[src/acsr_cfg.svh]
/*
 Timing constants, output word layout and counts for the serial readout
 and power-control block of an 8-bit sampling converter.
 Assumes it is included by its bare name in every file that needs it.
*/
`ifndef ACSR_CFG_SVH
`define ACSR_CFG_SVH

// ----------------------------------------------------------------------
// Clock and timing
// ----------------------------------------------------------------------
`define ACSR_MCLK_NS        100
`define ACSR_PWRUP_NS       800
// Least time: rounds up to whole cycles.
`define ACSR_PWRUP_CYC      ((`ACSR_PWRUP_NS + `ACSR_MCLK_NS - 1) / `ACSR_MCLK_NS)

// ----------------------------------------------------------------------
// Word layout and edge numbers
// ----------------------------------------------------------------------
`define ACSR_LEAD_ZEROS     4
`define ACSR_RES_BITS       8
`define ACSR_TRAIL_ZEROS    4
`define ACSR_MSB_EDGE       4
`define ACSR_ACQ_EDGE       11
`define ACSR_CONV_EDGE      12
`define ACSR_FLOAT_EDGE     16
`define ACSR_PD_LO_EDGE     2
`define ACSR_PD_HI_EDGE     10
`define ACSR_WAKE_EDGE      10
`define ACSR_RESULT_RST     8'h00

`endif

[src/acsr_pkg.sv]
/*
 Types shared by the serial readout block and its edge synchroniser.
 Assumes acsr_cfg.svh is on the include path.
*/
package acsr_pkg;
    typedef logic [7:0] acsr_result_t;
    typedef logic [4:0] acsr_edge_cnt_t;
    typedef enum logic [1:0] {
        ACSR_IDLE,
        ACSR_FRAME,
        ACSR_POWERDOWN,
        ACSR_WAKE
    } acsr_state_t;
endpackage

[src/acsr_edge_if.sv]
/*
 Carries the synchronised frame select and serial clock edges from the
 synchroniser to the readout logic.
 Assumes both ends run on the same system clock.
*/
`timescale 1ns/1ns
interface acsr_edge_if;
    logic frame_sel_n;
    logic frame_fall;
    logic frame_rise;
    logic sclk_fall;
    logic sclk_rise;
    modport src (output frame_sel_n, frame_fall, frame_rise,
                 sclk_fall, sclk_rise);
    modport dst (input  frame_sel_n, frame_fall, frame_rise,
                 sclk_fall, sclk_rise);
endinterface

[src/acsr_readout.sv]
/*
 Serial readout and power control of an 8-bit sampling converter: frame
 sequencing, output word shifting, abort, power-down and wake-up.
 Assumes the host drives frame select and serial clock slowly enough for
 mclk to see every edge, and that the sampled result arrives on
 sample_data from the analog side.
*/
`timescale 1ns/1ns
`include "acsr_cfg.svh"

// Behaviour
// - Frame select fall samples input, starts conversion.
// - Word: four zeros, eight bits MSB first, four zeros.
// - First zero at frame start; MSB on fourth fall.
// - Serial out floats on sixteenth falling edge.
// - Conversion completes on twelfth falling edge.
// - Acquisition starts at rise after eleventh fall.
// - Select high mid-conversion aborts, floats output.
// - Twelve-clock frame: float after LSB.
// - Rise between edges two and ten: power-down.
// - Over ten falls with select low wakes device.
// - Full power reached 0.8 us after wake.
module acsr_readout (
    input  wire logic                mclk,
    input  wire logic                rst_n,
    input  wire logic                frame_sel_n_pin,
    input  wire logic                sclk_pin,
    input  wire acsr_pkg::acsr_result_t sample_data,
    output logic                     serial_out_o,
    output logic                     serial_out_oe,
    output logic                     sample_strobe,
    output logic                     conv_done,
    output logic                     acquiring,
    output logic                     powered_down,
    output logic                     fully_powered,
    output logic                     data_valid
);
    import acsr_pkg::*;

    acsr_edge_if edges ();

    acsr_sync u_sync (
        .mclk            (mclk),
        .rst_n           (rst_n),
        .frame_sel_n_pin (frame_sel_n_pin),
        .sclk_pin        (sclk_pin),
        .edges           (edges)
    );

    localparam acsr_edge_cnt_t MSB_EDGE   = 5'(`ACSR_MSB_EDGE);
    localparam acsr_edge_cnt_t ACQ_EDGE   = 5'(`ACSR_ACQ_EDGE);
    localparam acsr_edge_cnt_t CONV_EDGE  = 5'(`ACSR_CONV_EDGE);
    localparam acsr_edge_cnt_t FLOAT_EDGE = 5'(`ACSR_FLOAT_EDGE);
    localparam acsr_edge_cnt_t PD_LO      = 5'(`ACSR_PD_LO_EDGE);
    localparam acsr_edge_cnt_t PD_HI      = 5'(`ACSR_PD_HI_EDGE);
    localparam acsr_edge_cnt_t WAKE_EDGE  = 5'(`ACSR_WAKE_EDGE);
    localparam logic [3:0]     PWRUP_CYC  = 4'(`ACSR_PWRUP_CYC);

    acsr_state_t    state_reg;
    acsr_edge_cnt_t edge_cnt_reg;
    acsr_result_t   result_reg;
    logic [15:0]    shift_reg;
    logic           out_reg;
    logic           oe_reg;
    logic           acq_pending_reg;
    logic           acq_reg;
    logic           done_reg;
    logic           strobe_reg;
    logic           valid_reg;
    logic           prev_ok_reg;
    logic [3:0]     pwr_cnt_reg;
    logic           pwr_ok_reg;

    // ------------------------------------------------------------------
    // Frame state
    // ------------------------------------------------------------------
    always_ff @(posedge mclk) begin
        if (!rst_n) begin
            state_reg <= ACSR_IDLE;
        end else begin
            unique case (state_reg)
                ACSR_IDLE: begin
                    if (edges.frame_fall) begin
                        state_reg <= ACSR_FRAME;
                    end
                end
                ACSR_FRAME: begin
                    if (edges.frame_rise) begin
                        if (edge_cnt_reg >= PD_LO &&
                            edge_cnt_reg < PD_HI) begin
                            state_reg <= ACSR_POWERDOWN;
                        end else begin
                            state_reg <= ACSR_IDLE;
                        end
                    end
                end
                ACSR_POWERDOWN: begin
                    if (edges.frame_fall) begin
                        state_reg <= ACSR_WAKE;
                    end
                end
                ACSR_WAKE: begin
                    if (edges.frame_rise) begin
                        if (edge_cnt_reg > WAKE_EDGE) begin
                            state_reg <= ACSR_IDLE;
                        end else begin
                            state_reg <= ACSR_POWERDOWN;
                        end
                    end
                end
            endcase
        end
    end

    // ------------------------------------------------------------------
    // Serial clock falling edge count within a frame
    // ------------------------------------------------------------------
    always_ff @(posedge mclk) begin
        if (!rst_n) begin
            edge_cnt_reg <= 5'h0;
        end else if (edges.frame_fall) begin
            edge_cnt_reg <= 5'h0;
        end else if (edges.sclk_fall && !edges.frame_sel_n &&
                     edge_cnt_reg != 5'h1f) begin
            edge_cnt_reg <= edge_cnt_reg + 5'h1;
        end
    end

    // ------------------------------------------------------------------
    // Sample capture and output word
    // ------------------------------------------------------------------
    always_ff @(posedge mclk) begin
        if (!rst_n) begin
            result_reg <= `ACSR_RESULT_RST;
            shift_reg  <= 16'h0000;
            strobe_reg <= 1'b0;
        end else begin
            strobe_reg <= 1'b0;
            if (edges.frame_fall && state_reg == ACSR_IDLE) begin
                result_reg <= sample_data;
                strobe_reg <= 1'b1;
                // Word already stripped of its first zero, which goes
                // out at the frame start itself.
                shift_reg  <= {3'h0, sample_data, 5'h00};
            end else if (state_reg == ACSR_FRAME && edges.sclk_fall) begin
                shift_reg <= {shift_reg[14:0], 1'b0};
            end
        end
    end

    // ------------------------------------------------------------------
    // Serial out driver
    // ------------------------------------------------------------------
    always_ff @(posedge mclk) begin
        if (!rst_n) begin
            out_reg <= 1'b0;
            oe_reg  <= 1'b0;
        end else if (edges.frame_fall && state_reg == ACSR_IDLE) begin
            out_reg <= 1'b0;
            oe_reg  <= 1'b1;
        end else if (state_reg != ACSR_FRAME || edges.frame_rise) begin
            out_reg <= 1'b0;
            oe_reg  <= 1'b0;
        end else if (edges.sclk_fall) begin
            if (edge_cnt_reg + 5'h1 == FLOAT_EDGE) begin
                out_reg <= 1'b0;
                oe_reg  <= 1'b0;
            end else begin
                out_reg <= shift_reg[15];
            end
        end
    end

    // ------------------------------------------------------------------
    // Conversion and acquisition phase
    // ------------------------------------------------------------------
    always_ff @(posedge mclk) begin
        if (!rst_n) begin
            done_reg        <= 1'b0;
            acq_pending_reg <= 1'b0;
            acq_reg         <= 1'b0;
        end else begin
            done_reg <= 1'b0;
            if (state_reg != ACSR_FRAME || edges.frame_rise) begin
                acq_pending_reg <= 1'b0;
                if (state_reg == ACSR_FRAME && !acq_reg) begin
                    acq_reg <= 1'b0;
                end
            end else begin
                if (edges.sclk_fall && edge_cnt_reg + 5'h1 == ACQ_EDGE) begin
                    acq_pending_reg <= 1'b1;
                end
                if (acq_pending_reg && edges.sclk_rise) begin
                    acq_reg         <= 1'b1;
                    acq_pending_reg <= 1'b0;
                end
                if (edges.sclk_fall && edge_cnt_reg + 5'h1 == CONV_EDGE) begin
                    done_reg <= 1'b1;
                end
            end
            if (edges.frame_fall) begin
                acq_reg <= 1'b0;
            end
        end
    end

    // ------------------------------------------------------------------
    // Power-up timer and result validity
    // ------------------------------------------------------------------
    always_ff @(posedge mclk) begin
        if (!rst_n) begin
            pwr_cnt_reg <= 4'h0;
            pwr_ok_reg  <= 1'b1;
        end else if (state_reg == ACSR_POWERDOWN) begin
            pwr_ok_reg  <= 1'b0;
            pwr_cnt_reg <= 4'h0;
        end else if (!pwr_ok_reg) begin
            if (pwr_cnt_reg + 4'h1 >= PWRUP_CYC) begin
                pwr_ok_reg <= 1'b1;
            end else begin
                pwr_cnt_reg <= pwr_cnt_reg + 4'h1;
            end
        end
    end

    // A frame carries valid data only when the previous frame reached
    // its acquisition point and the device is fully powered. This flag
    // lets the host side skip the first result after a wake.
    always_ff @(posedge mclk) begin
        if (!rst_n) begin
            prev_ok_reg <= 1'b0;
            valid_reg   <= 1'b0;
        end else begin
            if (edges.frame_fall && state_reg == ACSR_IDLE) begin
                valid_reg <= prev_ok_reg && pwr_ok_reg;
            end
            if (state_reg == ACSR_FRAME && edges.frame_rise) begin
                prev_ok_reg <= acq_reg;
            end
            if (state_reg == ACSR_POWERDOWN || state_reg == ACSR_WAKE) begin
                prev_ok_reg <= 1'b0;
            end
        end
    end

    assign serial_out_o  = out_reg;
    assign serial_out_oe = oe_reg;
    assign sample_strobe = strobe_reg;
    assign conv_done     = done_reg;
    assign acquiring     = acq_reg;
    assign powered_down  = (state_reg == ACSR_POWERDOWN);
    assign fully_powered = pwr_ok_reg;
    assign data_valid    = valid_reg;

    // ------------------------------------------------------------------
    // Checks
    // ------------------------------------------------------------------
    frame_start_a: assert property (@(posedge mclk) disable iff (!rst_n)
        (edges.frame_fall && state_reg == ACSR_IDLE) |=>
            sample_strobe && serial_out_oe && !serial_out_o)
        else $error("frame start did not drive first zero");

    msb_edge_a: assert property (@(posedge mclk) disable iff (!rst_n)
        (state_reg == ACSR_FRAME && edges.sclk_fall && !edges.frame_rise &&
         edge_cnt_reg == 5'h3) |=> serial_out_o == result_reg[7])
        else $error("msb not on fourth falling edge");

    trail_zero_a: assert property (@(posedge mclk) disable iff (!rst_n)
        (serial_out_oe && edge_cnt_reg >= 5'hc) |-> !serial_out_o)
        else $error("trailing bit not zero");

    float_16_a: assert property (@(posedge mclk) disable iff (!rst_n)
        (state_reg == ACSR_FRAME && edges.sclk_fall &&
         edge_cnt_reg == 5'hf) |=> !serial_out_oe)
        else $error("output not floated on sixteenth edge");

    conv_end_a: assert property (@(posedge mclk) disable iff (!rst_n)
        conv_done |-> $past(edge_cnt_reg) == 5'hb)
        else $error("conversion ended on wrong edge");

    acq_start_a: assert property (@(posedge mclk) disable iff (!rst_n)
        $rose(acquiring) |-> edge_cnt_reg == ACQ_EDGE && $past(edges.sclk_rise))
        else $error("acquisition started at wrong point");

    abort_float_a: assert property (@(posedge mclk) disable iff (!rst_n)
        (state_reg == ACSR_FRAME && edges.frame_rise) |=> !serial_out_oe)
        else $error("abort did not float output");

    pd_entry_a: assert property (@(posedge mclk) disable iff (!rst_n)
        (state_reg == ACSR_FRAME && edges.frame_rise &&
         edge_cnt_reg >= 5'h2 && edge_cnt_reg < 5'ha) |=> powered_down)
        else $error("power-down not entered");

    power_up_a: assert property (@(posedge mclk) disable iff (!rst_n)
        $fell(powered_down) |-> !fully_powered ##[1:9] fully_powered)
        else $error("power-up time wrong");

    idle_float_a: assert property (@(posedge mclk) disable iff (!rst_n)
        (state_reg == ACSR_IDLE && !edges.frame_fall) |=>
            !serial_out_oe && $stable(edge_cnt_reg))
        else $error("output driven or count moved while idle");
endmodule // acsr_readout

[src/acsr_sync.sv]
/*
 Two-flop synchronisers and edge detectors for the frame select and the
 serial clock pins.
 Assumes the pins are asynchronous to mclk and much slower than it.
*/
`timescale 1ns/1ns
module acsr_sync (
    input  wire logic   mclk,
    input  wire logic   rst_n,
    input  wire logic   frame_sel_n_pin,
    input  wire logic   sclk_pin,
    acsr_edge_if.src    edges
);
    import acsr_pkg::*;

    logic [1:0] cs_sync_reg;
    logic [1:0] sc_sync_reg;
    logic       cs_last_reg;
    logic       sc_last_reg;

    // ------------------------------------------------------------------
    // Synchronisers
    // ------------------------------------------------------------------
    always_ff @(posedge mclk) begin
        if (!rst_n) begin
            // The serial clock rests high between frames, so its chain is
            // preset high too; a low preset would show a false rising edge.
            cs_sync_reg <= 2'h3;
            sc_sync_reg <= 2'h3;
            cs_last_reg <= 1'b1;
            sc_last_reg <= 1'b1;
        end else begin
            cs_sync_reg <= {cs_sync_reg[0], frame_sel_n_pin};
            sc_sync_reg <= {sc_sync_reg[0], sclk_pin};
            cs_last_reg <= cs_sync_reg[1];
            sc_last_reg <= sc_sync_reg[1];
        end
    end

    assign edges.frame_sel_n = cs_sync_reg[1];
    assign edges.frame_fall  = cs_last_reg & ~cs_sync_reg[1];
    assign edges.frame_rise  = ~cs_last_reg & cs_sync_reg[1];
    assign edges.sclk_fall   = sc_last_reg & ~sc_sync_reg[1];
    assign edges.sclk_rise   = ~sc_last_reg & sc_sync_reg[1];
endmodule // acsr_sync

[config.mk]
export PLATFORM = sky130hd
export DESIGN_NAME = acsr_readout
export DESIGN_NICKNAME = d
export VERILOG_FILES = /design/src/acsr_pkg.sv /design/src/acsr_edge_if.sv /design/src/acsr_readout.sv /design/src/acsr_sync.sv
export VERILOG_INCLUDE_DIRS = /design/src
export SDC_FILE = /design/constraint.sdc
export NUM_CORES = 1
export LEC_CHECK = 0
export BUFFER_PORTS_ARGS = -buffer_cell sky130_fd_sc_hd__buf_2
export CAP_MARGIN = 20
export CORE_UTILIZATION = 60
export DETAILED_ROUTE_END_ITERATION = 8
export HOLD_SLACK_MARGIN = 0.12
export PLACE_DENSITY_LB_ADDON = 0.15
export SLEW_MARGIN = 20
export SYNTH_ARGS = -nofsm -noshare
export SYNTH_HDL_FRONTEND = slang
export SYNTH_HIERARCHICAL = 1
export SYNTH_SLANG_ARGS = --single-unit
[constraint.sdc]
create_clock -name mclk -period 3.8 [get_ports mclk]
set_clock_uncertainty 0.15 [all_clocks]
set_input_delay 0.19 -clock mclk [delete_from_list [all_inputs] [get_ports mclk]]
set_output_delay 0.19 -clock mclk [all_outputs]
set_load 0.01 [all_outputs]
Yosys cells after proc, flatten, opt, wreduce, memory -nomap -nowiden
Index checks and enable logic that the tools add are counted. Widths: inputs -> output; s select.

Equal/unequal tests: 13. Reduce and logical (&&, ||, !) cells: 31. Multiplexer cells: 22. Add/subtract/negate cells: 2. Bitwise gates (word level): 11. Magnitude comparators: 4.

Operator list (count): $mux 13 (2); $mux 1 (13); $mux 2 (6); $logic_and 1x1->1 (11); $eq 5x4->1 const B (2); $reduce_or 2->1 (5); $pmux 2 s4 (1); $not 1->1 (7); $ne 2x1->1 const B (3); $ne 2x2->1 const B (3); $reduce_and 2->1 (3); $reduce_bool 3->1 (2); $reduce_or 3->1 (2); $add 5x1->5 const B (1); $eq 5x5->1 const B (1); $ge 5x2->1 const B (1); $gt 5x4->1 const B (1); $lt 5x4->1 const B (1); $ne 5x5->1 const B (1); $add 4x1->4 const B (1); $and 1x1->1 (4); $eq 2x2->1 const B (2); $ge 4x4->1 const B (1); $reduce_and 4->1 (1); other kinds (5) (8).

Register bits after elaboration: 37. Input bits: 12. Word-level logic and storage cells: 101.

Depth between registers and ports, before layout
Gate-level depths: netlist (run 1).

Depth in word-level cells: 6. Mapped depth: 7. Mapped depth without buffers: 7.

By module
The synthesis (run 1) kept the hierarchy.

By module, submodules not included: acsr_readout (times used 1, cells an instance 155, area an instance 1490.2 um^2, seq. area each 620.6 um^2); acsr_sync (times used 1, cells an instance 16, area an instance 182.7 um^2, seq. area each 120.1 um^2).

Worst setup path after synthesis (run 1)
No wires, ideal clock.

Path kind: reg-to-reg. Start point: register edge_cnt_reg[0]. End point: register edge_cnt_reg[3]. Arrival time: 1.561 ns. Stages on the path, launching flop included: 8. Data required time: 3.530 ns. Period minus slack after synthesis: 1.831 ns. Buffers on the path: 0. Setup slack: 1.969 ns. Cell sequence: dfxtp_1 -> ha_1 -> and3_1 -> ha_1 -> nor3b_4 -> nand4_1 -> xor2_1 -> nor2_1.

Word-level cells in the longest chain between the ends: 2. Elaborated cells between the ends (all ways): 3. Classes of those cells: add/sub: 1; eq/ne: 1; reduce/logical: 1.

RTL lines: start: declaration (RTL line acsr_readout.sv:60) `acsr_edge_cnt_t edge_cnt_reg;`; start signal: assignment (RTL line acsr_readout.sv:125) `edge_cnt_reg <= edge_cnt_reg + 5'h1;`; branches (longest 2 deep; another with $add 5x1->5).

Parallel ways; which one is timed is not known. A chain may end at the register's enable or synchronous reset.

Final worst setup path (run 1)
Same ends and word-level chain as after synthesis.

==> results by group, run 1 <==
STA
  • Setup_tns: 0 ns
  • Hold Fails Final Rpt: 0
  • Fmax: 0.502 GHz
  • Portion of the clock cycle consumed by the worst path in the final layout: 0.524
  • Normalized max-slew margin: 0.564
  • RSZ-0062 raised after global routing: false
  • Post-layout minimum cycle time: 1.99 ns
  • Tightest Pin Transition: 0.654 ns
  • Setup-violating endpoint count in the final report: 0
  • Number of slew-limit violations in the final report: 0

Routing
  • Detail Route Antenna Nets: 0
  • Drt total wl: 3160 µm
  • Total via count in the routed design: 1,295
  • Drt first pass iters: 4
  • Vias per inst: 5.53
  • Final routed DRC violation total: 0
  • Average wire per cell in the routed design: 13.5 µm
  • Initial drt markers: 18

Clock network
  • CTS tree: yes
  • Latest clock arrival within the worst-skew pair: 0.32 ns
  • Clock Root Buffer: clkbuf_4
  • Clk sinks: 37
  • Number of H-tree levels: 2
  • Reg clk slew, reported paths: 0.10 ns
  • CTS Buf Count: 5
  • Maximum buffer depth of the clock tree: 2

Global routing
  • Most crowded layer after global routing: met2
  • GR met3 Demand/Resource: 0.0667
  • First-pass GRT wire length: 4900 µm
  • Number of global-route vias before repair: 1,188
  • Global Route Usage Sum: 0.236
  • Pin count of the biggest net entering global routing: 25
  • Met2 GRT Util: 0.416
  • Antenna violations before repair: 0
  • Overall overflow remaining after global route: 0
  • Global routing usage on met1: 0.264

Floorplanning
  • Area of the die: 0.00300 mm²
  • Die X-Extent: 54.8 µm
  • Number of I/O pins: 20
  • Number of placement rows: 18
  • Placeable core region: 0.00254 mm²
  • Die outline height: 54.8 µm
  • Effective utilization at floorplan: 0.657

Finish
  • Most used cells in the layout excluding fill and tap cells: dfxtp_1, nand2_1, buf_2
  • Layout overhead on the synthesized area: 15.9%
  • Leading cell type in the layout, fill and taps excluded: dfxtp_1
  • Layout Nets: 221
  • Max FFs per register: 11
  • Final design instance area without fill: 0.00194 mm²
  • Fill cell count: 183
  • Ratio of cells with drive above 1 in the final layout: 0.181
  • Antenna diode count: 0
  • Final non-filler cell total: 234

Synthesis
  • Number of instances in the synthesized netlist: 171
  • Post-synthesis async set-or-reset flop share: 0
  • Mapped cell area: 0.00167 mm²
  • Syn. warnings: 6
  • Main synth FF type: dfxtp_1
  • Post-synth EDFFs: 0
  • Synthesized area per cell: 9.78 µm²
  • Number of register bits inferred by synthesis: 37
  • Nets in the synthesized netlist: 188
  • Number of distinct library cells after synthesis: 43
  • Sequential fraction of the synthesis area: 0.443

Flow run
  • Number of maximum-capacitance violations: 0

Setup path
  • Data required time of the worst path: 3.86 ns
  • Setup crit start kind: flop
  • Critical path capture point type: flop
  • Worst EP arrival: 2.05 ns
  • Path type of the worst setup path: reg -> reg
  • Largest fanout on the critical path: 7

Placed design
  • Cell Area, Placed: 0.00175 mm²
  • HPWL after detailed placement: 2160 µm
  • Count of input and output buffers: 19
  • Final weighted congestion in routability-driven placement: 0.767
  • Cell count after placement: 214

Power and ir drop
  • Reported leakage power: 0.745 nW
  • PD cells: 341 mW/mm²
  • Maximum ir drop on the vdd rail: 325 µV

Run status
  • Run status: finished clean

Min path
  • Class of the tightest hold or removal check: reg -> reg
-- final cells by class --
class	instances	area, µm²	area share
clock buffer	7	55.1	0.0284
inverter	2	7.51	0.00387
multi-input combinational	126	873	0.450
sequential	37	741	0.382
tap	30	37.5	0.0194
timing repair buffer	32	225	0.116
-- synth_stat cells (all sizes together), types with 3 or more instances --
master,count,share of area
a21boi,8,0.036
nor2b,6,0.024
xnor2,5,0.026
nand2b,10,0.037
nor2,16,0.040
nand3,3,0.0090
nand2,19,0.043
nor3b,5,0.039
buf,4,0.026
o21ai,8,0.024
a22oi,8,0.051
ha,5,0.037
a21oi,4,0.012
mux2i,7,0.042
dfxtp,37,0.44
nand4,3,0.011
-- critical path: stages, from the launching register on --
cell and delay, ns:
dfxtp_1 0.39, ha_1 0.26, and3_1 0.19, ha_1 0.20, nor3b_4 0.32, nand4_1 0.16
xor2_1 0.15, nor2_1 0.05
-- logic make-up (layout without fill, tap and decap cells) --
group,after synthesis,in the layout,synth area share
AO/OA/AOI/OAI,33,33,0.145
XOR/XNOR,7,7,0.0366
adder cells (fa/ha/maj),5,5,0.0374
buffers and inverters,8,41,0.0352
flip-flops,37,37,0.443
multiplexers,7,7,0.0419
AND/OR/NAND/NOR,74,74,0.261
-- worst paths after layout --
check	start	cells after the start	to	slack, ns
max	edge_cnt_reg[0]$_SDFFE_PP0P_	7	edge_cnt_reg[3]$_SDFFE_PP0P_	1.81
min	u_sync/cs_sync_reg[0]$_SDFF_PN1_	1	u_sync/cs_sync_reg[1]$_SDFF_PN1_	0.27
max reg2reg	edge_cnt_reg[0]$_SDFFE_PP0P_	7	edge_cnt_reg[3]$_SDFFE_PP0P_	1.81
min reg2reg	u_sync/cs_sync_reg[0]$_SDFF_PN1_	1	u_sync/cs_sync_reg[1]$_SDFF_PN1_	0.27
-- report_power, final --
group	switching (W)	total (W)	internal (W)
sequential	0.00000894	0.000406	0.000397
combinational	0.0000247	0.0000526	0.0000279
clock	0.000115	0.000202	0.0000874
total	0.000149	0.000661	0.000512
-- repair_timing --
item                      in CTS  in global routing
buffers inserted               0                  0
hold buffers                  13                  0
hold endpoints to repair      16                  0
gates resized for setup        0                  0
-- routing by layer --
layer | up-vias | share of wire | wire length, µm
li1 | 664 | - | -
met1 | 613 | 0.45 | 1430
met2 | 16 | 0.52 | 1630
met3 | 2 | 0.026 | 83
met4 | 0 | 0.0025 | 8
met5 | - | 0 | 0
-- per-stage QoR --
stage / total power [W] / worst slack (ns) / hold slack (ns) / utilization
2_1_floorplan: 0.000442 / 1.97 / 0.113 / -
3_3_place_gp: 0.000454 / 1.91 / 0.223 / 0.689
3_5_place_dp: 0.000457 / 1.83 / 0.238 / 0.689
4_1_cts: 0.000668 / 1.81 / 0.276 / 0.762
5_1_grt: 0.000691 / 1.70 / 0.296 / 0.762
6_report: 0.000661 / 1.81 / 0.272 / 0.762
Power figures use the tool's default switching activity.
==> inputs of run 2 (changes only) <==
--- a/config.mk
+++ b/config.mk
@@ -6,9 +6,10 @@
 export SDC_FILE = /design/constraint.sdc
 export NUM_CORES = 1
 export LEC_CHECK = 0
+export ABC_AREA = 1
 export BUFFER_PORTS_ARGS = -buffer_cell sky130_fd_sc_hd__buf_2
 export CAP_MARGIN = 20
-export CORE_UTILIZATION = 60
+export CORE_UTILIZATION = 51
 export DETAILED_ROUTE_END_ITERATION = 8
 export HOLD_SLACK_MARGIN = 0.12
 export PLACE_DENSITY_LB_ADDON = 0.15
==> constraint.sdc (replaced) <==
create_clock -name mclk -period 1.7 [get_ports mclk]
set_clock_uncertainty 0.15 [all_clocks]
set_input_delay 0.085 -clock mclk [delete_from_list [all_inputs] [get_ports mclk]]
set_output_delay 0.085 -clock mclk [all_outputs]
set_load 0.01 [all_outputs]
==> run 2 against run 1 <==
Clock-buffer cell count decreased by 1. Via count increased by 14%. Largest power group unchanged. Core utilization decreased by 7.8 points. Maximum frequency increased by 28%. Register-to-register slack got worse by 1.7 ns. Critical endpoint is now edge_cnt_reg[2]$_SDFFE_PP0P_. Worst hold slack got worse by 0.0064 ns. Combinational power increased to 2.9 times the previous value. Die area increased by 21%. Sequential cell count unchanged.
==> results by group, run 2 <==
Finish
  • Final design instance area without fill: 0.00216 mm²
  • Ratio of cells with drive above 1 in the final layout: 0.296
  • Layout Nets: 283
  • Antenna diode count: 0
  • Register area: 743 µm²
  • Fill cell count: 284
  • Layout overhead on the synthesized area: 24.2%
  • Max FFs per register: 11
  • Multi-input combinational cell area: 860 µm²
  • Leading cell type in the layout, fill and taps excluded: nand2_1
  • Most used cells in the layout excluding fill and tap cells: nand2_1, dfxtp_1, inv_1

STA
  • Post-layout minimum cycle time: 1.56 ns
  • Tightest Pin Transition: 0.381 ns
  • Fmax: 0.641 GHz
  • Setup_tns: 0 ns
  • Setup-violating endpoint count in the final report: 0
  • Portion of the clock cycle consumed by the worst path in the final layout: 0.918
  • Hold Fails Final Rpt: 0
  • Least setup slack across all paths after layout: 0.140 ns
  • RSZ-0062 raised after global routing: false
  • Normalized max-slew margin: 0.745
  • Number of slew-limit violations in the final report: 0

Setup path
  • Path type of the worst setup path: reg -> reg
  • R2r worst-path depth: 8
  • Setup crit start kind: flop
  • Largest fanout on the critical path: 5
  • Worst EP arrival: 1.66 ns
  • Critical path capture point type: flop
  • Data required time of the worst path: 1.80 ns

Routing
  • Initial drt markers: 61
  • Average wire per cell in the routed design: 10.3 µm
  • Highest signal layer in the routed design: met4
  • Vias per inst: 4.75
  • Total length of routed met2 wires: 1490 µm
  • Drt first pass iters: 4
  • Drt total wl: 3190 µm
  • Detail Route Antenna Nets: 0
  • Final routed DRC violation total: 0
  • Total via count in the routed design: 1,478
  • Routed length on met1: 1520 µm
  • Metal3 WL: 118 µm

Floorplanning
  • Number of I/O pins: 20
  • Number of placement rows: 20
  • Area of the die: 0.00364 mm²
  • Die X-Extent: 60.4 µm
  • Effective utilization at floorplan: 0.551
  • Die outline height: 60.4 µm
  • Placeable core region: 0.00315 mm²

Placed design
  • Cell Area, Placed: 0.00191 mm²
  • Pre-CTS setup slack: 0.0593 ns
  • Count of input and output buffers: 19
  • HPWL after detailed placement: 2250 µm
  • Final weighted congestion in routability-driven placement: 0.857

Synthesis
  • Mux cell area share after synthesis: 0
  • Most instantiated cells after synthesis: nand2_1, dfxtp_1, inv_1
  • Post-synth EDFFs: 0
  • Number of register bits inferred by synthesis: 37
  • Share of synthesized cell area in full adder, half adder and majority cells: 0.0360
  • Main synth FF type: dfxtp_1
  • Post-synthesis async set-or-reset flop share: 0
  • Mapped cell area: 0.00174 mm²
  • Dominant combinational cell family by area after synthesis: simple AND/OR/NAND/NOR gates
  • Number of distinct library cells after synthesis: 30
  • Nets in the synthesized netlist: 239
  • Compound-Gate Fraction of Synth Area: 0.119
  • Most area-consuming cells after synthesis: dfxtp_1, nand2_1, inv_1, nor2_1, a21oi_2
  • Synth Area in XOR/XNOR: 0.00937
  • Cell with the most instances after synthesis: nand2_1
  • Simple-gate share of the synthesized area: 0.322
  • Biggest area consumer among synthesized cells: dfxtp_1
  • Synthesized area per cell: 7.82 µm²
  • Area share of the largest cell type after synthesis: 0.427
  • Syn. warnings: 6
  • Number of instances in the synthesized netlist: 222
  • Sequential fraction of the synthesis area: 0.427

Global routing
  • First-pass GRT wire length: 5340 µm
  • Global Route Usage Sum: 0.201
  • Overall overflow remaining after global route: 0
  • Pin count of the biggest net entering global routing: 15
  • Number of global-route vias before repair: 1,314
  • Antenna violations before repair: 0

Flow run
  • Number of maximum-capacitance violations: 0

Clock network
  • Maximum buffer depth of the clock tree: 2
  • Clock Root Buffer: clkbuf_4
  • CTS Buf Count: 5
  • Clk sinks: 37
  • Reg clk slew, reported paths: 0.11 ns
  • CTS tree: yes
  • Number of H-tree levels: 2
  • Latest clock arrival within the worst-skew pair: 0.36 ns

Run status
  • Run status: finished clean

Min path
  • Class of the tightest hold or removal check: reg -> reg
  • Depth of the worst hold-timing path: 2

Power and ir drop
  • PD cells: 794 mW/mm²
  • Tot Pwr: 0.00171 W
  • Maximum ir drop on the vdd rail: 495 µV
  • Reported leakage power: 0.993 nW
[run 2: cell types whose count changed after synthesis, sizes merged, moves of 5 or more]
cell	previous run	this run
nand2	19	58
mux2i	7	0
a21oi	4	19
nor2b	6	0
xnor2	5	0
a22oi	8	0
nor3b	5	0
nand2b	10	0
nand3	3	11
a21boi	8	0
inv	2	33
nor2	16	33
[run 2: metal layers]
| metal | vias up | track usage |
|---|---|---|
| met2 | 20 | 0.328 |
| met3 | 5 | 0.0704 |
| met4 | 0 | 0.106 |
| met1 | 655 | 0.231 |
| li1 | 798 | - |
| met5 | - | 0 |
[run 2: critical path, cell delays in order (launching register included)]
cell,delay (ns)
dfxtp_2,0.35
ha_4,0.15
nand2_1,0.05
nor2_1,0.04
ha_1,0.22
nor3_4,0.20
inv_2,0.09
o21ai_1,0.16
a21oi_1,0.05
[run 2: path summary, 6_finish.rpt]
path / start / to / slack, ns
worst max register to register: edge_cnt_reg[1]$_SDFFE_PP0P_ / edge_cnt_reg[2]$_SDFFE_PP0P_ / 0.14
worst min register to register: u_sync/cs_sync_reg[0]$_SDFF_PN1_ / u_sync/cs_sync_reg[1]$_SDFF_PN1_ / 0.27
worst min-delay path: u_sync/cs_sync_reg[0]$_SDFF_PN1_ / u_sync/cs_sync_reg[1]$_SDFF_PN1_ / 0.27
worst max-delay path: edge_cnt_reg[1]$_SDFFE_PP0P_ / edge_cnt_reg[2]$_SDFFE_PP0P_ / 0.14
[run 2: timing repair]
action,CTS,global route
endpoints found under the hold margin,19,0
hold buffers,13,0
endpoints found under the setup margin,0,5
resized for setup,0,5
setup buffers,0,1
[run 2: cells by family after synthesis]
group           after synthesis
simple gates                112
flops                        37
buf+inv                      35
compound gates               32
fa+ha+maj                     5
xor+xnor                      1
[run 2: layout make-up]
class	count	area share
Multi-Input combinational cell	150	0.398
Sequential cell	37	0.345
Timing Repair Buffer	38	0.125
Inverter	34	0.0650
Tap cell	44	0.0255
Clock buffer	6	0.0238
Clock inverter	2	0.0174
[run 2: per-stage QoR]
stage	utilization	hold slack, ns	instances
3_5_place_dp	0.607	0.109	289
6_report	0.684	0.266	311
5_1_grt	0.684	0.281	311
2_1_floorplan	-	0.00365	222
3_3_place_gp	0.607	0.102	289
4_1_cts	0.676	0.265	310
[run 2: power by group]
group / internal (W) / total, W / switching, W
registers: 0.000889 / 0.000907 / 0.0000179
logic: 0.0000698 / 0.000155 / 0.0000849
clock network: 0.000349 / 0.000650 / 0.000301
==> inputs of run 3 (changes only) <==
--- a/config.mk
+++ b/config.mk
@@ -6,7 +6,6 @@
 export SDC_FILE = /design/constraint.sdc
 export NUM_CORES = 1
 export LEC_CHECK = 0
-export ABC_AREA = 1
 export BUFFER_PORTS_ARGS = -buffer_cell sky130_fd_sc_hd__buf_2
 export CAP_MARGIN = 20
 export CORE_UTILIZATION = 51
==> run 3 against run 2 <==
The run now ends with negative setup slack left. Via count is 9.3% lower. Final area down 2.1%. Wire length shrank 2.1%. Die area fell by 3.6%. Sequential power hardly changed. Power down 6.3%. Cell count is 16% lower. Worst hold slack improved by 0.0013 ns. Clock-buffer cell count rose by 2. Sequential share of layout area increased by 0.85 points. Non-clock buffer count is 5 higher. Critical path depth fell by 1. Largest cell class unchanged. Largest power group unchanged.
==> results by group, run 3 (synthesis gave the netlist of run 1 again) <==
Placed design
  • HPWL after detailed placement: 2200 µm
  • Final weighted congestion in routability-driven placement: 0.851
  • Count of input and output buffers: 19

Setup path
  • Critical path capture point type: flop
  • Register-to-register setup slack: -0.02 ns
  • Delay of the slowest cell on the worst path: 0.36 ns
  • Worst Path Buf+Inv: 1
  • Kind of cell with the highest combined delay on the critical path: simple AND/OR/NAND/NOR gates
  • Path type of the worst setup path: reg -> reg
  • Critical-path top delay cell: dfxtp_4
  • Setup crit start kind: flop
  • Cells traversed along the worst timing path: ha_4 -> and3_4 -> ha_4 -> nor3b_4 -> buf_4 -> mux2i_1 -> nor2_1
  • Largest fanout on the critical path: 4
  • Worst EP arrival: 1.79 ns
  • Data required time of the worst path: 1.78 ns
  • Cell type with the highest occurrence count on the critical path: ha_4

Routing
  • Initial drt markers: 55
  • Routed length on met1: 1420 µm
  • Vias per inst: 5.16
  • Total length of routed met2 wires: 1600 µm
  • Highest signal layer in the routed design: met3
  • Detail Route Antenna Nets: 0
  • Metal3 WL: 111 µm
  • Drt first pass iters: 4
  • Drt total wl: 3130 µm
  • Average wire per cell in the routed design: 12.0 µm
  • Total via count in the routed design: 1,341
  • Final routed DRC violation total: 0

Power and ir drop
  • Reported leakage power: 0.808 nW
  • Tot Pwr: 0.00160 W
  • Maximum ir drop on the vdd rail: 553 µV
  • PD cells: 760 mW/mm²

Clock network
  • CTS Buf Count: 5
  • CTS tree: yes
  • Number of H-tree levels: 2
  • Reg clk slew, reported paths: 0.11 ns
  • Maximum buffer depth of the clock tree: 2
  • Clock Root Buffer: clkbuf_4
  • Clk sinks: 37
  • Latest clock arrival within the worst-skew pair: 0.33 ns

Finish
  • Antenna diode count: 0
  • Leading cell type in the layout, fill and taps excluded: dfxtp_1
  • Fill cell count: 255
  • Layout Nets: 232
  • Layout overhead on the synthesized area: 26.3%
  • Final Core Density: 0.686
  • Most used cells in the layout excluding fill and tap cells: dfxtp_1, nand2_1, buf_2
  • Max FFs per register: 11
  • Ratio of cells with drive above 1 in the final layout: 0.250

Run status
  • Run status: complete, but fails checks
  • Failing checks: negative setup slack

Global routing
  • Global Route Usage Sum: 0.206
  • First-pass GRT wire length: 5380 µm
  • Number of global-route vias before repair: 1,301
  • Overall overflow remaining after global route: 0
  • Pin count of the biggest net entering global routing: 15
  • Antenna violations before repair: 0

STA
  • Portion of the clock cycle consumed by the worst path in the final layout: 1.01
  • Post-layout minimum cycle time: 1.72 ns
  • Number of slew-limit violations in the final report: 0
  • Least setup slack across all paths after layout: -0.0157 ns
  • Hold Fails Final Rpt: 0
  • Normalized max-slew margin: 0.766
  • Setup-violating endpoint count in the final report: 3
  • Setup_tns: -0.0218 ns
  • Hold_ws: 0.267 ns
  • Tightest Pin Transition: 0.351 ns
  • RSZ-0062 raised after global routing: true
  • Fmax: 0.583 GHz

Floorplanning
  • Area of the die: 0.00351 mm²
  • Number of placement rows: 20
  • Number of I/O pins: 20
  • Die X-Extent: 59.3 µm
  • Die outline height: 59.3 µm
  • Placeable core region: 0.00308 mm²
  • Effective utilization at floorplan: 0.543

Min path
  • Class of the tightest hold or removal check: reg -> reg

Flow run
  • Number of maximum-capacitance violations: 0
[run 3: changes by cell type in the layout (fill, tap and decap cells not counted), moves of 8 or more]
cell	before	now
nand2_1	56	19
nand2b_1	0	10
nor2_2	10	0
inv_1	23	2
a21oi_2	8	0
[run 3: metal layers]
| metal | vias to the layer above | GRT usage |
|---|---|---|
| met3 | 0 | 0.0655 |
| met4 | 0 | 0.0714 |
| met1 | 628 | 0.230 |
| li1 | 684 | - |
| met2 | 29 | 0.366 |
| met5 | - | 0 |
[run 3: final cells by class]
type | count | area [µm²] | area share
clock buffers | 8 | 80.1 | 0.0379
inverters | 2 | 7.51 | 0.00355
multi-input cells | 126 | 903 | 0.428
flip-flops and latches | 37 | 746 | 0.353
well taps | 44 | 55.1 | 0.0261
repair buffers | 43 | 320 | 0.152
[run 3: metrics by stage]
stage	worst slack, ns	instances	instance area [µm²]
final	-0.0157	260	2110
after global routing	-0.111	260	2110
after CTS	0.00549	260	2110
after detailed placement	-0.0108	238	1890
after global placement	0.0220	238	1890
after floorplan	-0.0349	171	1710
[run 3: final timing paths]
kind                                    start                               end  depth (start not counted)
min reg2reg  u_sync/sc_sync_reg[0]$_SDFF_PN1_  u_sync/sc_sync_reg[1]$_SDFF_PN1_                          1
max reg2reg      edge_cnt_reg[0]$_SDFFE_PP0P_      edge_cnt_reg[4]$_SDFFE_PP0P_                          7
max              edge_cnt_reg[0]$_SDFFE_PP0P_      edge_cnt_reg[4]$_SDFFE_PP0P_                          7
min          u_sync/sc_sync_reg[0]$_SDFF_PN1_  u_sync/sc_sync_reg[1]$_SDFF_PN1_                          1
[run 3: where the power goes]
| group | internal, W | switching, W |
|---|---|---|
| registers | 0.000886 | 0.0000190 |
| clock network | 0.000292 | 0.000280 |
| logic | 0.0000710 | 0.0000559 |
[run 3: repair_timing]
item,CTS,global route
endpoints found under the hold margin,25,0
resized for setup,0,0
hold buffers,13,0
setup endpoints to repair,3,5
setup buffers,1,0
pin swaps,1,3
